### src/vsvr_pkg.sv
// vsvr_pkg: register map, reset values, timing counts and enums
// for the regulator register bank; assumes a 100 MHz controller clock.
package vsvr_pkg;

    localparam int CLK_NS = 10;

    // register indices
    localparam logic [7:0] REG_STATUS2 = 8'h11;
    localparam logic [7:0] REG_ZONE    = 8'h12;
    localparam logic [7:0] REG_IOUT    = 8'h15;
    localparam logic [7:0] REG_VOUT    = 8'h16;
    localparam logic [7:0] REG_TEMP    = 8'h17;
    localparam logic [7:0] REG_POUT    = 8'h18;
    localparam logic [7:0] REG_SNAP    = 8'h1C;
    localparam logic [7:0] REG_MAX_CURRENT_STRAP  = 8'h21;
    localparam logic [7:0] REG_TLIMIT  = 8'h22;
    localparam logic [7:0] REG_FAST    = 8'h24;
    localparam logic [7:0] REG_SLOW    = 8'h25;
    localparam logic [7:0] REG_BOOT    = 8'h26;
    localparam logic [7:0] REG_CEIL    = 8'h30;
    localparam logic [7:0] REG_TARGET  = 8'h31;
    localparam logic [7:0] REG_PSTATE  = 8'h32;
    localparam logic [7:0] REG_MARGIN  = 8'h33;
    localparam logic [7:0] REG_MVRCFG  = 8'h34;

    // values after reset
    localparam logic [7:0] RST_ZERO    = 8'h00;
    localparam logic [7:0] RST_TELEM   = 8'h01;
    localparam logic [7:0] RST_TLIMIT  = 8'h64;
    localparam logic [7:0] RST_FAST    = 8'h0A;
    localparam logic [7:0] RST_SLOW    = 8'h02;
    localparam logic [7:0] RST_CEIL    = 8'hFB;
    localparam logic [7:0] FULL_SCALE  = 8'hFF;

    // one voltage-code step, and step periods from the ramp rates
    localparam int VID_STEP_UV = 5000;
    localparam logic [7:0] STEP_FAST_CYC = 8'(VID_STEP_UV / int'(RST_FAST) / CLK_NS);
    localparam logic [7:0] STEP_SLOW_CYC = 8'(VID_STEP_UV / int'(RST_SLOW) / CLK_NS);

    // strap settling before the one-time capture
    localparam int STRAP_SETTLE_NS = 1000;
    localparam logic [6:0] STRAP_SETTLE_CYC = 7'(STRAP_SETTLE_NS / CLK_NS);

    // startup-strap resistor index and decoded voltage codes
    localparam logic [2:0] STRAP_10K  = 3'h0;
    localparam logic [2:0] STRAP_25K  = 3'h1;
    localparam logic [2:0] STRAP_45K  = 3'h2;
    localparam logic [2:0] STRAP_70K  = 3'h3;
    localparam logic [2:0] STRAP_95K  = 3'h4;
    localparam logic [2:0] STRAP_125K = 3'h5;
    localparam logic [2:0] STRAP_165K = 3'h6;
    localparam logic [2:0] STRAP_VCC  = 3'h7;
    localparam logic [7:0] BOOT_0V00  = 8'h00;
    localparam logic [7:0] BOOT_0V90  = 8'h83;
    localparam logic [7:0] BOOT_1V00  = 8'h97;
    localparam logic [7:0] BOOT_1V10  = 8'hAB;
    localparam logic [7:0] BOOT_1V20  = 8'hBF;
    localparam logic [7:0] BOOT_1V35  = 8'hDD;
    localparam logic [7:0] BOOT_1V50  = 8'hFB;

    typedef enum logic [1:0] {
        CMD_FAST  = 2'b01,
        CMD_SLOW  = 2'b10,
        CMD_DECAY = 2'b11
    } vsvr_cmd_e;

    typedef enum logic [1:0] {
        ST_SETTLE = 2'b00,
        ST_BOOT   = 2'b01,
        ST_RUN    = 2'b10
    } vsvr_state_e;

endpackage

### src/vsvr_sync.sv
// vsvr_sync: two-flop synchroniser for a bundle of pin levels
// assumes the inputs are quasi-static or qualified by a synced strobe.
`timescale 1ns/100ps
module vsvr_sync #(
    parameter int W = 8
) (
    input  wire logic         mclk_i,
    input  wire logic         reset_i,
    input  wire logic [W-1:0] d_i,
    output logic      [W-1:0] q_o
);
    typedef struct packed {
        logic [W-1:0] s1;
        logic [W-1:0] s2;
    } vsvr_sync_s;

    vsvr_sync_s s_ff;
    vsvr_sync_s nxt_s;

    always_comb begin
        nxt_s.s1 = d_i;
        nxt_s.s2 = s_ff.s1;
    end

    always_ff @(posedge mclk_i) begin
        if (reset_i) begin
            s_ff <= '0;
        end else begin
            s_ff <= nxt_s;
        end
    end

    assign q_o = s_ff.s2;
endmodule // vsvr_sync

### src/vsvr_strap_dec.sv
// vsvr_strap_dec: startup-strap resistor index to voltage code
// assumes the index has already been synchronised.
`timescale 1ns/100ps
module vsvr_strap_dec (
    input  wire logic [2:0] strap_i,
    output logic      [7:0] code_o,
    output logic            shutdown_o
);
    import vsvr_pkg::*;

    always_comb begin
        shutdown_o = 1'b0;
        case (strap_i)
            STRAP_10K:  code_o = BOOT_0V00;
            STRAP_25K:  code_o = BOOT_0V90;
            STRAP_45K:  code_o = BOOT_1V00;
            STRAP_70K:  code_o = BOOT_1V10;
            STRAP_95K:  code_o = BOOT_1V20;
            STRAP_125K: code_o = BOOT_1V35;
            STRAP_165K: code_o = BOOT_1V50;
            STRAP_VCC: begin
                code_o     = BOOT_0V00;
                shutdown_o = 1'b1;
            end
            default:    code_o = BOOT_0V00;
        endcase
    end
endmodule // vsvr_strap_dec

### src/vsvr_top.sv
// vsvr_top: register bank of a dual-rail regulator controller
// assumes a frame decoder on mclk_i presents register and command
// accesses; telemetry ADC and straps arrive asynchronously on pins.
//
// Operation
// - current reading full scale equals platform maximum
// - voltage reading differential sense, 8 mV counts
// - temperature in degrees, zero means unsupported
// - power equals voltage times current, 8 bits
// - reading secondary status copies it to snapshot
// - maximum current strapped once, then read-only
// - thermal limit resets 100, hot at limit
// - fast ramp rate read-only, resets 0Ah
// - slow ramp rate read-only, resets 02h
// - ramp to startup voltage, hold until command
// - code above ceiling gets not-supported answer
// - target code register read-write, resets zero
// - power state register read-write, resets zero
// - signed margin steps added to target code
// - per-rail startup voltage strapped, host readable
// - strap resistor decodes to fixed startup voltages
// - aux strap at supply shuts aux rail off
// - aux off selects alternate single address map
// - zone and secondary status read-only, reset zero
// - bus address latched once at startup
`timescale 1ns/100ps
module vsvr_top (
    input  wire logic                mclk_i,
    input  wire logic                reset_i,
    input  wire logic [7:0]          reg_addr_i,
    input  wire logic [7:0]          reg_wdata_i,
    input  wire logic                reg_wr_i,
    input  wire logic                reg_rd_i,
    input  wire logic                reg_aux_i,
    output logic      [7:0]          reg_rdata_o,
    output logic                     reg_valid_o,
    input  wire logic                cmd_valid_i,
    input  wire vsvr_pkg::vsvr_cmd_e cmd_kind_i,
    input  wire logic [7:0]          cmd_code_i,
    output logic                     cmd_ack_o,
    output logic                     cmd_nak_o,
    input  wire logic                adc_valid_i,
    input  wire logic [7:0]          current_raw_i,
    input  wire logic [7:0]          sense_positive_input_i,
    input  wire logic [7:0]          sense_negative_input_i,
    input  wire logic [7:0]          temp_raw_i,
    input  wire logic [7:0]          max_current_strap_i,
    input  wire logic [2:0]          main_startup_strap_i,
    input  wire logic [2:0]          aux_startup_strap_i,
    input  wire logic [3:0]          addr_strap_i,
    input  wire logic [7:0]          status2_i,
    input  wire logic [7:0]          zone_i,
    output logic                     regulator_hot_indication_o,
    output logic      [7:0]          voltage_code_o,
    output logic      [7:0]          aux_voltage_code_o,
    output logic                     aux_shutdown_o,
    output logic                     aux_present_o,
    output logic      [3:0]          bus_address_o,
    output logic      [3:0]          aux_address_o,
    output logic                     straps_ready_o
);
    import vsvr_pkg::*;

    typedef struct packed {
        vsvr_state_e state;
        logic [6:0]  settle_cnt;
        logic        adc_prev;
        logic [7:0]  icc_max;
        logic [7:0]  boot_main;
        logic [7:0]  boot_aux;
        logic        aux_off;
        logic [3:0]  addr_main;
        logic [3:0]  addr_aux;
        logic [7:0]  status2;
        logic [7:0]  zone;
        logic [7:0]  snap;
        logic [7:0]  iout;
        logic [7:0]  vout;
        logic [7:0]  temp;
        logic [7:0]  pout;
        logic [7:0]  tlimit;
        logic [7:0]  ceil;
        logic [7:0]  target;
        logic [7:0]  pstate;
        logic [7:0]  margin;
        logic [7:0]  mvrcfg;
        logic        cmd_seen;
        logic        slow_sel;
        logic [7:0]  out_code;
        logic [7:0]  step_cnt;
        logic [3:0]  div_cnt;
        logic [15:0] div_num;
        logic [7:0]  div_rem;
        logic [7:0]  div_q;
        logic        hot;
        logic        ack;
        logic        nak;
        logic        rvalid;
        logic [7:0]  rdata;
    } vsvr_state_s;

    vsvr_state_s s_ff;
    vsvr_state_s nxt_s;

    logic [50:0] pin_sync;
    logic        adc_vld_sync;
    logic [7:0]  cur_sync;
    logic [7:0]  sp_sync;
    logic [7:0]  sn_sync;
    logic [7:0]  temp_sync;
    logic [7:0]  icc_sync;
    logic [2:0]  bootm_sync;
    logic [2:0]  boota_sync;
    logic [3:0]  addr_sync;
    logic [7:0]  boot_main_code;
    logic [7:0]  boot_aux_code;
    logic        aux_shut;
    logic        blocked;
    logic [7:0]  goal;
    logic [9:0]  margin_sum;

    vsvr_sync #(.W(51)) u_sync (
        .mclk_i  (mclk_i),
        .reset_i (reset_i),
        .d_i     ({adc_valid_i, current_raw_i, sense_positive_input_i, sense_negative_input_i,
                   temp_raw_i, max_current_strap_i, main_startup_strap_i, aux_startup_strap_i,
                   addr_strap_i}),
        .q_o     (pin_sync)
    );

    assign {adc_vld_sync, cur_sync, sp_sync, sn_sync, temp_sync, icc_sync, bootm_sync,
            boota_sync, addr_sync} = pin_sync;

    vsvr_strap_dec u_dec_main (
        .strap_i    (bootm_sync),
        .code_o     (boot_main_code),
        .shutdown_o ()
    );

    vsvr_strap_dec u_dec_aux (
        .strap_i    (boota_sync),
        .code_o     (boot_aux_code),
        .shutdown_o (aux_shut)
    );

    // accesses to a removed aux rail are not answered with data
    assign blocked = reg_aux_i && s_ff.aux_off;

    // target plus signed margin, clamped to the code range
    assign margin_sum = {2'b00, s_ff.target} + {{2{s_ff.margin[7]}}, s_ff.margin};

    always_comb begin
        if (!s_ff.cmd_seen) begin
            goal = s_ff.boot_main;
        end else if (margin_sum[9]) begin
            goal = 8'h00;
        end else if (margin_sum[8]) begin
            goal = FULL_SCALE;
        end else begin
            goal = margin_sum[7:0];
        end
    end

    always_comb begin
        logic [8:0]  rem9;
        logic [15:0] prod;
        rem9       = '0;
        prod       = '0;
        nxt_s      = s_ff;
        nxt_s.ack  = 1'b0;
        nxt_s.nak  = 1'b0;
        nxt_s.rvalid = reg_rd_i;
        nxt_s.adc_prev = adc_vld_sync;
        nxt_s.status2 = status2_i;
        nxt_s.zone = zone_i;
        nxt_s.hot = (s_ff.temp != 8'h00) && (s_ff.temp >= s_ff.tlimit);

        // one-time strap capture after the pins settle
        case (s_ff.state)
            ST_SETTLE: begin
                if (s_ff.settle_cnt == 7'h00) begin
                    nxt_s.icc_max   = icc_sync;
                    nxt_s.boot_main = boot_main_code;
                    nxt_s.boot_aux  = boot_aux_code;
                    nxt_s.aux_off   = aux_shut;
                    nxt_s.addr_main = aux_shut ? addr_sync : {addr_sync[2:0], 1'b0};
                    nxt_s.addr_aux  = {addr_sync[2:0], 1'b1};
                    nxt_s.state     = ST_BOOT;
                end else begin
                    nxt_s.settle_cnt = s_ff.settle_cnt - 7'h01;
                end
            end
            ST_BOOT, ST_RUN: begin
                // one code step per period toward the goal
                if (s_ff.step_cnt != 8'h00) begin
                    nxt_s.step_cnt = s_ff.step_cnt - 8'h01;
                end else if (s_ff.out_code != goal) begin
                    nxt_s.out_code = (s_ff.out_code < goal) ? s_ff.out_code + 8'h01
                                                            : s_ff.out_code - 8'h01;
                    nxt_s.step_cnt = s_ff.slow_sel ? STEP_SLOW_CYC - 8'h01
                                                   : STEP_FAST_CYC - 8'h01;
                end
            end
            default: begin
                nxt_s.state = ST_SETTLE;
            end
        endcase

        // telemetry sample on the synced strobe edge
        if (adc_vld_sync && !s_ff.adc_prev && s_ff.div_cnt == 4'h0) begin
            nxt_s.vout = (sp_sync > sn_sync) ? sp_sync - sn_sync : 8'h00;
            nxt_s.temp = temp_sync;
            if (cur_sync >= s_ff.icc_max) begin
                nxt_s.iout = FULL_SCALE;
                prod       = nxt_s.vout * FULL_SCALE;
                nxt_s.pout = prod[15:8];
            end else begin
                nxt_s.div_num = cur_sync * FULL_SCALE;
                nxt_s.div_rem = nxt_s.div_num[15:8];
                nxt_s.div_q   = 8'h00;
                nxt_s.div_cnt = 4'h8;
            end
        end else if (s_ff.div_cnt != 4'h0) begin
            // restoring long division by the platform maximum
            rem9 = {s_ff.div_rem, s_ff.div_num[3'(s_ff.div_cnt - 4'h1)]};
            if (rem9 >= {1'b0, s_ff.icc_max}) begin
                rem9 = rem9 - {1'b0, s_ff.icc_max};
                nxt_s.div_q = {s_ff.div_q[6:0], 1'b1};
            end else begin
                nxt_s.div_q = {s_ff.div_q[6:0], 1'b0};
            end
            nxt_s.div_rem = rem9[7:0];
            nxt_s.div_cnt = s_ff.div_cnt - 4'h1;
            if (s_ff.div_cnt == 4'h1) begin
                nxt_s.iout = nxt_s.div_q;
                prod       = s_ff.vout * nxt_s.div_q;
                nxt_s.pout = prod[15:8];
            end
        end

        // host writes; read-only indices fall through untouched
        if (reg_wr_i && !blocked) begin
            case (reg_addr_i)
                REG_TLIMIT: nxt_s.tlimit = reg_wdata_i;
                REG_CEIL:   nxt_s.ceil   = reg_wdata_i;
                REG_TARGET: nxt_s.target = reg_wdata_i;
                REG_PSTATE: nxt_s.pstate = reg_wdata_i;
                REG_MARGIN: nxt_s.margin = reg_wdata_i;
                REG_MVRCFG: nxt_s.mvrcfg = reg_wdata_i;
                default:    nxt_s.mvrcfg = s_ff.mvrcfg;
            endcase
        end

        // host reads
        if (reg_rd_i) begin
            if (blocked) begin
                nxt_s.rdata = 8'h00;
            end else begin
                case (reg_addr_i)
                    REG_STATUS2: nxt_s.rdata = s_ff.status2;
                    REG_ZONE:    nxt_s.rdata = s_ff.zone;
                    REG_IOUT:    nxt_s.rdata = s_ff.iout;
                    REG_VOUT:    nxt_s.rdata = s_ff.vout;
                    REG_TEMP:    nxt_s.rdata = s_ff.temp;
                    REG_POUT:    nxt_s.rdata = s_ff.pout;
                    REG_SNAP:    nxt_s.rdata = s_ff.snap;
                    REG_MAX_CURRENT_STRAP:  nxt_s.rdata = s_ff.icc_max;
                    REG_TLIMIT:  nxt_s.rdata = s_ff.tlimit;
                    REG_FAST:    nxt_s.rdata = RST_FAST;
                    REG_SLOW:    nxt_s.rdata = RST_SLOW;
                    REG_BOOT:    nxt_s.rdata = reg_aux_i ? s_ff.boot_aux : s_ff.boot_main;
                    REG_CEIL:    nxt_s.rdata = s_ff.ceil;
                    REG_TARGET:  nxt_s.rdata = s_ff.target;
                    REG_PSTATE:  nxt_s.rdata = s_ff.pstate;
                    REG_MARGIN:  nxt_s.rdata = s_ff.margin;
                    REG_MVRCFG:  nxt_s.rdata = s_ff.mvrcfg;
                    default:     nxt_s.rdata = 8'h00;
                endcase
                if (reg_addr_i == REG_STATUS2) begin
                    nxt_s.snap = s_ff.status2;
                end
            end
        end

        // voltage-change commands, checked against the ceiling
        if (cmd_valid_i) begin
            nxt_s.ack = 1'b1;
            if (cmd_code_i > s_ff.ceil) begin
                nxt_s.nak = 1'b1;
            end else begin
                nxt_s.target   = cmd_code_i;
                nxt_s.cmd_seen = 1'b1;
                nxt_s.slow_sel = (cmd_kind_i != CMD_FAST);
                if (s_ff.state != ST_SETTLE) begin
                    nxt_s.state = ST_RUN;
                end
            end
        end
    end

    always_ff @(posedge mclk_i) begin
        if (reset_i) begin
            s_ff            <= '0;
            s_ff.state      <= ST_SETTLE;
            s_ff.settle_cnt <= STRAP_SETTLE_CYC;
            s_ff.iout       <= RST_TELEM;
            s_ff.vout       <= RST_TELEM;
            s_ff.temp       <= RST_TELEM;
            s_ff.pout       <= RST_TELEM;
            s_ff.tlimit     <= RST_TLIMIT;
            s_ff.ceil       <= RST_CEIL;
            s_ff.icc_max    <= RST_ZERO;
            s_ff.target     <= RST_ZERO;
            s_ff.pstate     <= RST_ZERO;
            s_ff.margin     <= RST_ZERO;
            s_ff.mvrcfg     <= RST_ZERO;
        end else begin
            s_ff <= nxt_s;
        end
    end

    assign reg_rdata_o                = s_ff.rdata;
    assign reg_valid_o                = s_ff.rvalid;
    assign cmd_ack_o                  = s_ff.ack;
    assign cmd_nak_o                  = s_ff.nak;
    assign regulator_hot_indication_o = s_ff.hot;
    assign voltage_code_o             = s_ff.out_code;
    assign aux_voltage_code_o         = s_ff.aux_off ? 8'h00 : s_ff.boot_aux;
    assign aux_shutdown_o             = s_ff.aux_off;
    assign aux_present_o              = (s_ff.state != ST_SETTLE) && !s_ff.aux_off;
    assign bus_address_o              = s_ff.addr_main;
    assign aux_address_o              = s_ff.addr_aux;
    assign straps_ready_o             = (s_ff.state != ST_SETTLE);

    // checks
    logic [15:0] chk_prod;
    assign chk_prod = s_ff.vout * s_ff.iout;
endmodule // vsvr_top

### config.mk
export PLATFORM = sky130hd
export DESIGN_NAME = vsvr_top
export DESIGN_NICKNAME = d
export VERILOG_FILES = /design/src/vsvr_pkg.sv /design/src/vsvr_sync.sv /design/src/vsvr_strap_dec.sv /design/src/vsvr_top.sv
export SDC_FILE = /design/constraint.sdc
export NUM_CORES = 1
export LEC_CHECK = 0
export ABC_AREA = 1
export BUFFER_PORTS_ARGS = -buffer_cell sky130_fd_sc_hd__clkbuf_2
export CORE_ASPECT_RATIO = 0.9
export CORE_MARGIN = 4
export CORE_UTILIZATION = 55
export CTS_BUF_LIST = sky130_fd_sc_hd__clkbuf_16
export DETAILED_ROUTE_END_ITERATION = 8
export PLACE_DENSITY = 0.77
export SYNTH_ARGS = -nofsm -noshare
export SYNTH_HDL_FRONTEND = slang
export SYNTH_HIERARCHICAL = 1
export SYNTH_SLANG_ARGS = --single-unit
export TNS_END_PERCENT = 30
### constraint.sdc
create_clock -name mclk_i -period 8 [get_ports mclk_i]
set_input_delay 0.8 -clock mclk_i [delete_from_list [all_inputs] [get_ports mclk_i]]
set_output_delay 0.8 -clock mclk_i [all_outputs]
set_load 0.005 [all_outputs]
# [Word level (Yosys, flattened, before mapping)]
# Index checks and enable logic that the tools add are counted.
[op_classes] add_sub_neg=8 n_mul=3 n_bitwise=6 shift=0 order_cmp=7 reduce_logical=39 eq_ne=38 n_mux=49 div=0
[op_table] operator="$mux 8" count=28
[op_table] operator="$pmux 8 s17" count=1
[op_table] operator="$pmux 8 s7" count=2
[op_table] operator="$eq 8x6->1 const B" count=10
[op_table] operator="$eq 8x5->1 const B" count=7
[op_table] operator="$mux 36" count=1
[op_table] operator="$mul 8x8->16 const B" count=2
[op_table] operator="$mux 16" count=2
[op_table] operator="$mux 32" count=1
[op_table] operator="$eq 3x3->1 const B" count=8
[op_table] operator="$reduce_and 2->1" count=11
[op_table] operator="$ge 8x8->1" count=2
[op_table] operator="$gt 8x8->1" count=2
[op_table] operator="$mul 8x8->16" count=1
[op_table] operator="$reduce_bool 8->1" count=2
[op_table] operator="$sub 8x1->8 const B" count=2
[op_table] operator="$sub 8x8->8" count=2
[op_table] operator="$eq 3x2->1 const B" count=4
[op_table] operator="$mux 4" count=3
[op_table] operator="$add 9x8->10" count=1
[op_table] operator="$mux 2" count=5
[op_table] operator="$ge 9x8->1" count=1
[op_table] operator="$reduce_and 3->1" count=3
[op_table] operator="$add 8x1->8 const B" count=1
[op_table] operator="24 further kinds" count=48
[totals] elab_cells=187 rom_bits=0 latch_bits=0 output_inout_bits=39 mem_count=0 ramBits=0 register_bits=314 input_bits=99

# [Depth between registers and ports, before layout]
# Gate-level depths: netlist of the first run.
[depth] word_depth=11 depth_mapped=34 ltp_nobuf=33

# [Cells and area by module]
# The synthesis of the first run kept the hierarchy.
[by_module_without_submodules] mod="vsvr_top" n_inst=1 cells_per_inst=2247 area_each_um2=16405.7 seq_area_each_um2=4083.9
[by_module_without_submodules] mod="vsvr_sync" n_inst=1 cells_per_inst=317 area_each_um2=2919.0 seq_area_each_um2=2042.0
[by_module_without_submodules] mod="vsvr_strap_dec" n_inst=2 cells_per_inst=22 area_each_um2=95.1 seq_area_each_um2=0.0

# [Least setup slack after synthesis of the first run]
# No wires, ideal clock.
[synth_timing] path_kind="reg-to-reg" startpoint="register u_sync.s_ff (netlist bit u_sync/q_o[34])" endpoint="register s_ff[116] (netlist name)" t_arrival_ps=5282 setup_ps=119 path_buffers=0 period_less_slack_ps=5401 path_stages_with_launch=30 setup_slack_ps=2599 required_time_ps=7881 cell_sequence="dfxtp_1 -> inv_1 -> ha_1 -> inv_1 -> fa_1 -> nand2_1 -> inv_1 -> o21ai_0 -> nand2_1 -> nand2_1 -> nand2_1 -> a21oi_1 -> nor2_1 -> inv_1 -> nand3_1 -> inv_1 -> fa_1 -> fa_1 -> fa_1 -> inv_1 -> fa_1 -> inv_1 -> ha_1 -> nand2_1 -> o21a_1 -> a21boi_0 -> nor2_1 -> xnor2_1 -> a21oi_1 -> a21oi_1"
[synth_between] elab_chain_len=5 elab_cells_between_ends=6 cone_classes="add/sub (1); mul (1); order compare (1); mux (3)"
[synth_lines] element="start: declaration" line="vsvr_sync.sv:17" source="vsvr_sync_s s_ff;"
[synth_lines] element="start signal: assignment" line="vsvr_sync.sv:29" source="s_ff <= nxt_s;"
[synth_lines] element="$sub 8x8->8 / $gt 8x8->1 (equally long branches)" line="vsvr_top.sv:211" source="nxt_s.vout = (sp_sync > sn_sync) ? sp_sync - sn_sync : 8'h00;"
[synth_lines] element="$mux 8 *" line="vsvr_top.sv:211"
[synth_lines] element="$mul 8x8->16 *" line="vsvr_top.sv:215" source="prod = nxt_s.vout * FULL_SCALE;"
[synth_lines] element="$mux 8 *" line="vsvr_top.sv:213" source="if (cur_sync >= s_ff.icc_max) begin"
[synth_lines] element="$mux 8 *" line="vsvr_top.sv:210" source="if (adc_vld_sync && !s_ff.adc_prev && s_ff.div_cnt == 4'h0) begin"
[synth_lines] element="end signal: assignment" line="vsvr_top.sv:318" source="s_ff <= nxt_s;"
[synth_lines] element="end: declaration" line="vsvr_top.sv:102" source="vsvr_state_s s_ff;"
# Mark *: on every way between the ends. The rest lies on a longest branch, timed or not. The select of a mux whose other input is x is not followed.
# A chain may end at the register's enable or synchronous reset.

# [Worst setup path in the final report of the first run]
[layout_timing] startpoint="register s_ff[44] (netlist name)" endpoint="register s_ff[120] (netlist name)"
[layout_between] elab_chain_len=11 elab_cells_between_ends=19 cone_classes="add/sub (1); mul (1); order compare (1); eq/ne (2); mux (8); reduce/logical (6)"
[layout_lines] element="$sub 4x1->4"
[layout_lines] element="$bmux 1 s3" line="vsvr_top.sv:225" source="rem9 = {s_ff.div_rem, s_ff.div_num[3'(s_ff.div_cnt - 4'h1)]};"
[layout_lines] element="$mux 1 (not written as such)" line="vsvr_top.sv:225"
[layout_lines] element="$ge 9x8->1" line="vsvr_top.sv:226" source="if (rem9 >= {1'b0, s_ff.icc_max}) begin"
[layout_lines] element="$mux 1" line="vsvr_top.sv:226"
[layout_lines] element="$mux 8" line="vsvr_top.sv:223" source="end else if (s_ff.div_cnt != 4'h0) begin"
[layout_lines] element="$mux 8" line="vsvr_top.sv:210"
[layout_lines] element="$mul 8x8->16" line="vsvr_top.sv:236" source="prod = s_ff.vout * nxt_s.div_q;"
[layout_lines] element="$mux 8" line="vsvr_top.sv:234" source="if (s_ff.div_cnt == 4'h1) begin"
[layout_lines] element="$mux 8" line="vsvr_top.sv:223"
[layout_lines] element="$mux 8" line="vsvr_top.sv:210"
# Parallel ways exist; a longest one is shown, timed or not. The select of a mux whose other input is x is not followed.

==> results.md, run 1 <==
- Worst Setup Start Kind: register
- First-pass GRT wire length: 81.0 mm
- Fraction of layout cells with a size suffix above 1: 8.24%
- Detail-routed via count per cell: 5.31
- Met2 global-route usage: 40.5%
- CP max-delay cell: nand4_1
- Worst min-delay path class: reg2reg
- Most Crowded Layer GR: met2
- Layout Nets: 3053
- Met3 Resource Use GR: 3.34%
- Setup_tns: 0 ps
- Post-CTS Setup Inserts: 0
- Worst-Margin Slew: 967 ps
- Slew headroom: 35.5%
- First DRT Iteration DRCs: 1314
- Final Slew Violations: 0
- Post-CTS sizing: 0
- Vias in the first global route: 16500
- Syn. warnings: 6
- Hold_buf cts: 0
- Final ANT Viol Nets: 0
- Syn-to-layout area delta: 9.68%
- Clock transition at path regs: 60 ps
- Slowest stage delay, CP: 560 ps
- Unrepaired setup endpoints after global routing: false
- Leakage: 11.0 nW
- Max IR drop VDD: 0.193 mV
- Max-cap violations: 0
- DR pass1 iterations: 6
- CTS tree: built
- Initial Utilization: 55.7%
- IO Pins: 138
- Global route total overflow: 0
- Die width: 207 um
- Die Footprint: 0.0386 sq mm
- Avg Cell Area, Syn: 7.48 sq um
- CTS Buf Count: 35
- WL final: 49.1 mm
- Tmin final: 6100 ps
- Met1 GRT Util: 35.8%
- Mapped Cells: 2607
- CORE AREA: 0.0351 sq mm
- Detailed-route DRC error count: 0
- Initial antenna violation count: 1
- Die height: 187 um
- Max FO, Critical Path: 11
- Final setup margin: 1900 ps
- Post-synthesis net count: 2978
- Port-buffer cells: 137
- Pwr Density: 235 mW/mm^2
- Final setup skew: 29.5 ps
- H-tree levels: 2
- # setup viols final: 0
- Final Util: 61.0%
- Clk_lat worst skew: 540 ps
- Critical Path AT: 6550 ps
- Most used cell, CP: inv_1
- Total GRT Usage: 25.4%
- Crit path required time: 8460 ps
- Outcome: finished, final reports clean
- Fmax: 164 MHz
- CP Capture Type: register
- Via count: 16900
- Post-DP HPWL: 37.8 mm
- Num rows: 65
- Setup Slack @ Placement: 1940 ps
- Largest net degree at the start of global routing: 106
- Synth Cell Area: 0.0195 sq mm
- Clock Sinks: 306
- Final hold vios: 0
- RePlAce Congestion: 0.934
- Clock Tree Buf Depth: 3
- Ratio of final minimum period to clock period: 76.2%
- Drt wl/cell: 15.5 um
- Filler instances: 3126
- Root Buffer: clkbuf_16
- Critical path class: reg2reg
placed cells by master, fill, tap and decap left out, types with 4 or more instances in the layout:
cell and n:
nor2_1 266, a21oi_1 212, inv_6 5, o2111ai_1 13, clkinv_2 5, clkbuf_2 136, a211oi_1 7, inv_2 6
o211a_1 7, ha_1 174, nor2_2 6, nand3_1 103, o21a_1 4, dfxtp_1 306, clkinv_1 9, o21ai_1 5
nor3_1 21, or2_2 7, o22ai_1 16, buf_4 5, a31oi_1 15, clkbuf_16 36, nand2_1 395, xor2_1 18
a21o_1 7, inv_1 538, fa_1 98, xnor2_1 18, bufinv_16 4, a221oi_1 5, o32ai_1 4, nand2_2 4
o211ai_1 19, o21ai_0 181, nand4_1 16
critical path: cells and delay by family (launching register included):
family,cells,cell delay (ps)
AOI/OAI and AO/OA,7,1350
adders and majority gates,6,2440
buffers and inverters,8,590
DFF,1,430
and+or+nand+nor,8,1200
path summary, 6_finish.rpt:
kind         depth (start not counted)             end  slack, ps        startpoint
min                                  2  u_sync/q_o[36]        400  u_sync/nxt_s[36]
max reg2reg                         29       s_ff[120]       1900          s_ff[44]
min reg2reg                          2  u_sync/q_o[36]        400  u_sync/nxt_s[36]
max                                 29       s_ff[120]       1900          s_ff[44]
cell type report:
class | count | area [sq um] | share of cell area, %
multi-input combinational | 1650 | 10800 | 50.2
sequential | 306 | 6130 | 28.6
inverter | 547 | 2060 | 9.61
clock buffer | 36 | 901 | 4.21
timing repair buffer | 142 | 729 | 3.41
tap | 469 | 587 | 2.74
clock inverter | 24 | 248 | 1.16
antenna | 1 | 2.50 | 0.0117
registers in the layout, summed over array words and instances, names as in the netlist, named ones only:
register and cells:
aux_shutdown_o 1, s_ff 174, cmd_ack_o 1, u_sync/nxt_s 51, bus_address_o 4, regulator_hot_indication_o 1
u_sync/q_o 51, aux_address_o 4, reg_valid_o 1, voltage_code_o 8, reg_rdata_o 8, cmd_nak_o 1
metal layers:
layer  share of wire, %  vias to the layer above
met3                7.1                      105
li1                   -                     8377
met4                3.0                        0
met2                 46                      559
met5                  0                        -
met1                 44                     7821
per-stage QoR:
stage / power (mW) / instance area (sq um) / hold WS, ps / instances
final: 5.03 / 21400 / 397 / 3175
after floorplan: 3.00 / 19500 / 388 / 2607
after detailed placement: 3.41 / 20200 / 392 / 3114
after CTS: 5.04 / 21400 / 401 / 3174
after global placement: 3.36 / 20200 / 391 / 3114
after global routing: 5.37 / 21400 / 410 / 3175
report_power, final:
group	internal, mW	total (mW)	switching [mW]	leakage, nW
combinational	0.612	1.68	1.07	7.88
sequential	1.63	1.74	0.109	2.50
clock	0.955	1.61	0.660	0.572
No activity file was read; power rests on OpenSTA's default activity.
==> run 2, diff against run 1 <==
==> constraint.sdc (replaced) <==
create_clock -name mclk_i -period 6.4 [get_ports mclk_i]
set_input_delay 0.64 -clock mclk_i [delete_from_list [all_inputs] [get_ports mclk_i]]
set_output_delay 0.64 -clock mclk_i [all_outputs]
set_load 0.005 [all_outputs]
==> run 2 against run 1 <==
Compared with the run above:
- sequential share of layout area down 0.15 points
- hold slack lost 91 ps
- wire length increased by 0.16%
- via count barely moved
- power up 28%
- critical path depth grew 1
- critical endpoint is now s_ff[118]
- largest power group unchanged
- highest routed layer unchanged
==> results.md, run 2 (synthesis gave the netlist of run 1 again) <==
- Root Buffer: clkbuf_16
- Tmin final: 5890 ps (-204 ps)
- # setup viols final: 0 (unchanged)
- Commonest cells after routing, fill and taps aside: inv_1 (543), nand2_1 (395), dfxtp_1 (306)
- RR Endpoint: s_ff[118]
- Crit path required time: 6810 ps (-1650 ps)
- Reg2reg start: u_sync/q_o[34]
- Hold Path Stages: 3 (+1)
- WL final: 49.2 mm (+0.16%)
- Pwr Density: 299 mW/mm^2 (+27%)
- Fraction of layout cells with a size suffix above 1: 8.31% (+0.062 points)
- Die Footprint: 0.0386 sq mm (unchanged)
- Unrepaired setup endpoints after global routing: false
- CTS Buf Count: 35 (unchanged)
- CORE AREA: 0.0351 sq mm (unchanged)
- Port-buffer cells: 137 (unchanged)
- Total GRT Usage: 25.1% (-0.24 points)
- Final Slew Violations: 0 (unchanged)
- Clock Sinks: 306 (unchanged)
- Final setup skew: 26.7 ps (-2.76 ps)
- Ratio of final minimum period to clock period: 92.1% (+16 points)
- Layout Nets: 3054 (+0.033%)
- Post-CTS sizing: 0 (unchanged)
- Num rows: 65 (unchanged)
- Leakage: 11.0 nW (+0.66%)
- Detailed-route DRC error count: 0 (unchanged)
- Critical path buffers and inverters: 7 (-1)
- Critical path class: reg2reg
- Final hold vios: 0 (unchanged)
- Max reg flops: 174 (unchanged)
- CP Capture Type: register
- Setup_tns: 0 ps (unchanged)
- Worst Reg-to-Reg Cells: 30 (+3.4%)
- Slew headroom: 37.7% (+2.1 points)
- Biggest register: s_ff
- Final ANT Viol Nets: 0 (unchanged)
- Metal2 WL: 22.6 mm (+0.91%)
- Outcome: finished, final reports clean
- Detail-routed via count per cell: 5.31 (about the same)
- CP max-delay cell: fa_1
- Global route total overflow: 0 (unchanged)
- Clock transition at path regs: 60 ps (about the same)
- First DRT Iteration DRCs: 1253 (-4.6%)
- Minimum hold slack: 306 ps (-91.0 ps)
- Drt wl/cell: 15.5 um (about the same)
- Met3 Routed Length: 3.33 mm (-5.2%)
- Slowest stage delay, CP: 550 ps (about the same)
- DR pass1 iterations: 5 (-1)
- Post-CTS Setup Inserts: 0 (unchanged)
- Max FO, Critical Path: 6 (-5)
- Worst-Margin Slew: 934 ps (-33.1 ps)
- Initial antenna violation count: 1 (unchanged)
- Highest Signal Layer: met4
- Hold_buf cts: 0 (unchanged)
- Clk_lat worst skew: 530 ps (about the same)
- Fmax: 170 MHz (+3.5%)
- Critical Path AT: 6300 ps (-250 ps)
- Worst min-delay path class: in2reg
- Via count: 16900 (+0.047%)
- CTS tree: built
- Syn-to-layout area delta: 10.3%
- Post-DP HPWL: 37.7 mm (-0.20%)
- Worst reg-to-reg setup slack: 510 ps (-1400 ps)
- RePlAce Congestion: 0.942 (+0.80%)
- Vias in the first global route: 16400 (-0.51%)
- H-tree levels: 2 (unchanged)
- Metal1 wirelength: 22.0 mm (+1.4%)
- Die height: 187 um (unchanged)
- Top delay family on crit path: adder cells
- Hold path start: temp_raw_i[3]
- Largest net degree at the start of global routing: 99 (-6.6%)
- Die width: 207 um (unchanged)
- Total power draw: 6.42 mW (+28%)
- IO Pins: 138 (unchanged)
- Initial Utilization: 55.7% (unchanged)
- Max-cap violations: 0 (unchanged)
- Clock Tree Buf Depth: 3 (unchanged)
- Hold Path Sink: u_sync/nxt_s[21]
- First-pass GRT wire length: 80.3 mm (-0.84%)
- Commonest non-fill, non-tap cell in the layout: inv_1
- Max IR drop VDD: 0.249 mV (+29%)
- Worst Setup Start Kind: register
- Most used cell, CP: inv_1
run 2: cell types whose count changed in the layout (fill, tap and decap cells not counted), sizes merged:
cell / change
bufinv: +4
clkinv: -2
buf: +1
clkbuf: +1
run 2: cell type report:
type                       instances  area (sq um)
clock inverter                    26           319
antenna                            1          2.50
multi-input combinational       1650         10800
clock buffer                      37           926
timing repair buffer             143           737
fill                            3074         13500
sequential                       306          6130
inverter                         547          2060
tap                              469           587
run 2: power breakdown:
group	switching (mW)	internal, mW	total, mW
combinational	1.32	0.768	2.09
sequential	0.133	2.04	2.17
clock	0.797	1.37	2.16
total	2.25	4.17	6.42
run 2: metrics by stage:
| step | utilization [%] | instances | instance area (sq um) | worst slack [ps] |
|---|---|---|---|---|
| CTS | 61.3 | 3178 | 21500 | 438 |
| floorplan | - | 2607 | 19500 | 999 |
| finish | 61.4 | 3179 | 21500 | 508 |
| global route | 61.4 | 3179 | 21500 | 47.7 |
| global placement | 57.8 | 3115 | 20300 | 673 |
| detailed placement | 57.8 | 3115 | 20300 | 475 |
run 2: worst min-delay path: stages:
cell	delay (ps)
clkbuf_2	80
inv_1	40
nor2_1	30
run 2: layer usage:
layer	up-vias	track usage, %
met3	94	3.74
met5	-	0
met2	513	40.9
met4	0	7.01
met1	7874	35.0
li1	8389	-
run 2: worst max-delay path by stage:
| stage | end | startpoint | cells after the start |
|---|---|---|---|
| 3_5_place_dp | s_ff[116] | u_sync/q_o[34] | 30 |
| 6_report | s_ff[118] | u_sync/q_o[34] | 30 |
| 5_1_grt | s_ff[120] | s_ff[44] | 30 |
| 2_1_floorplan | s_ff[116] | u_sync/q_o[34] | 29 |
| 4_1_cts | s_ff[116] | u_sync/q_o[34] | 30 |
| 3_3_place_gp | s_ff[116] | u_sync/q_o[34] | 29 |
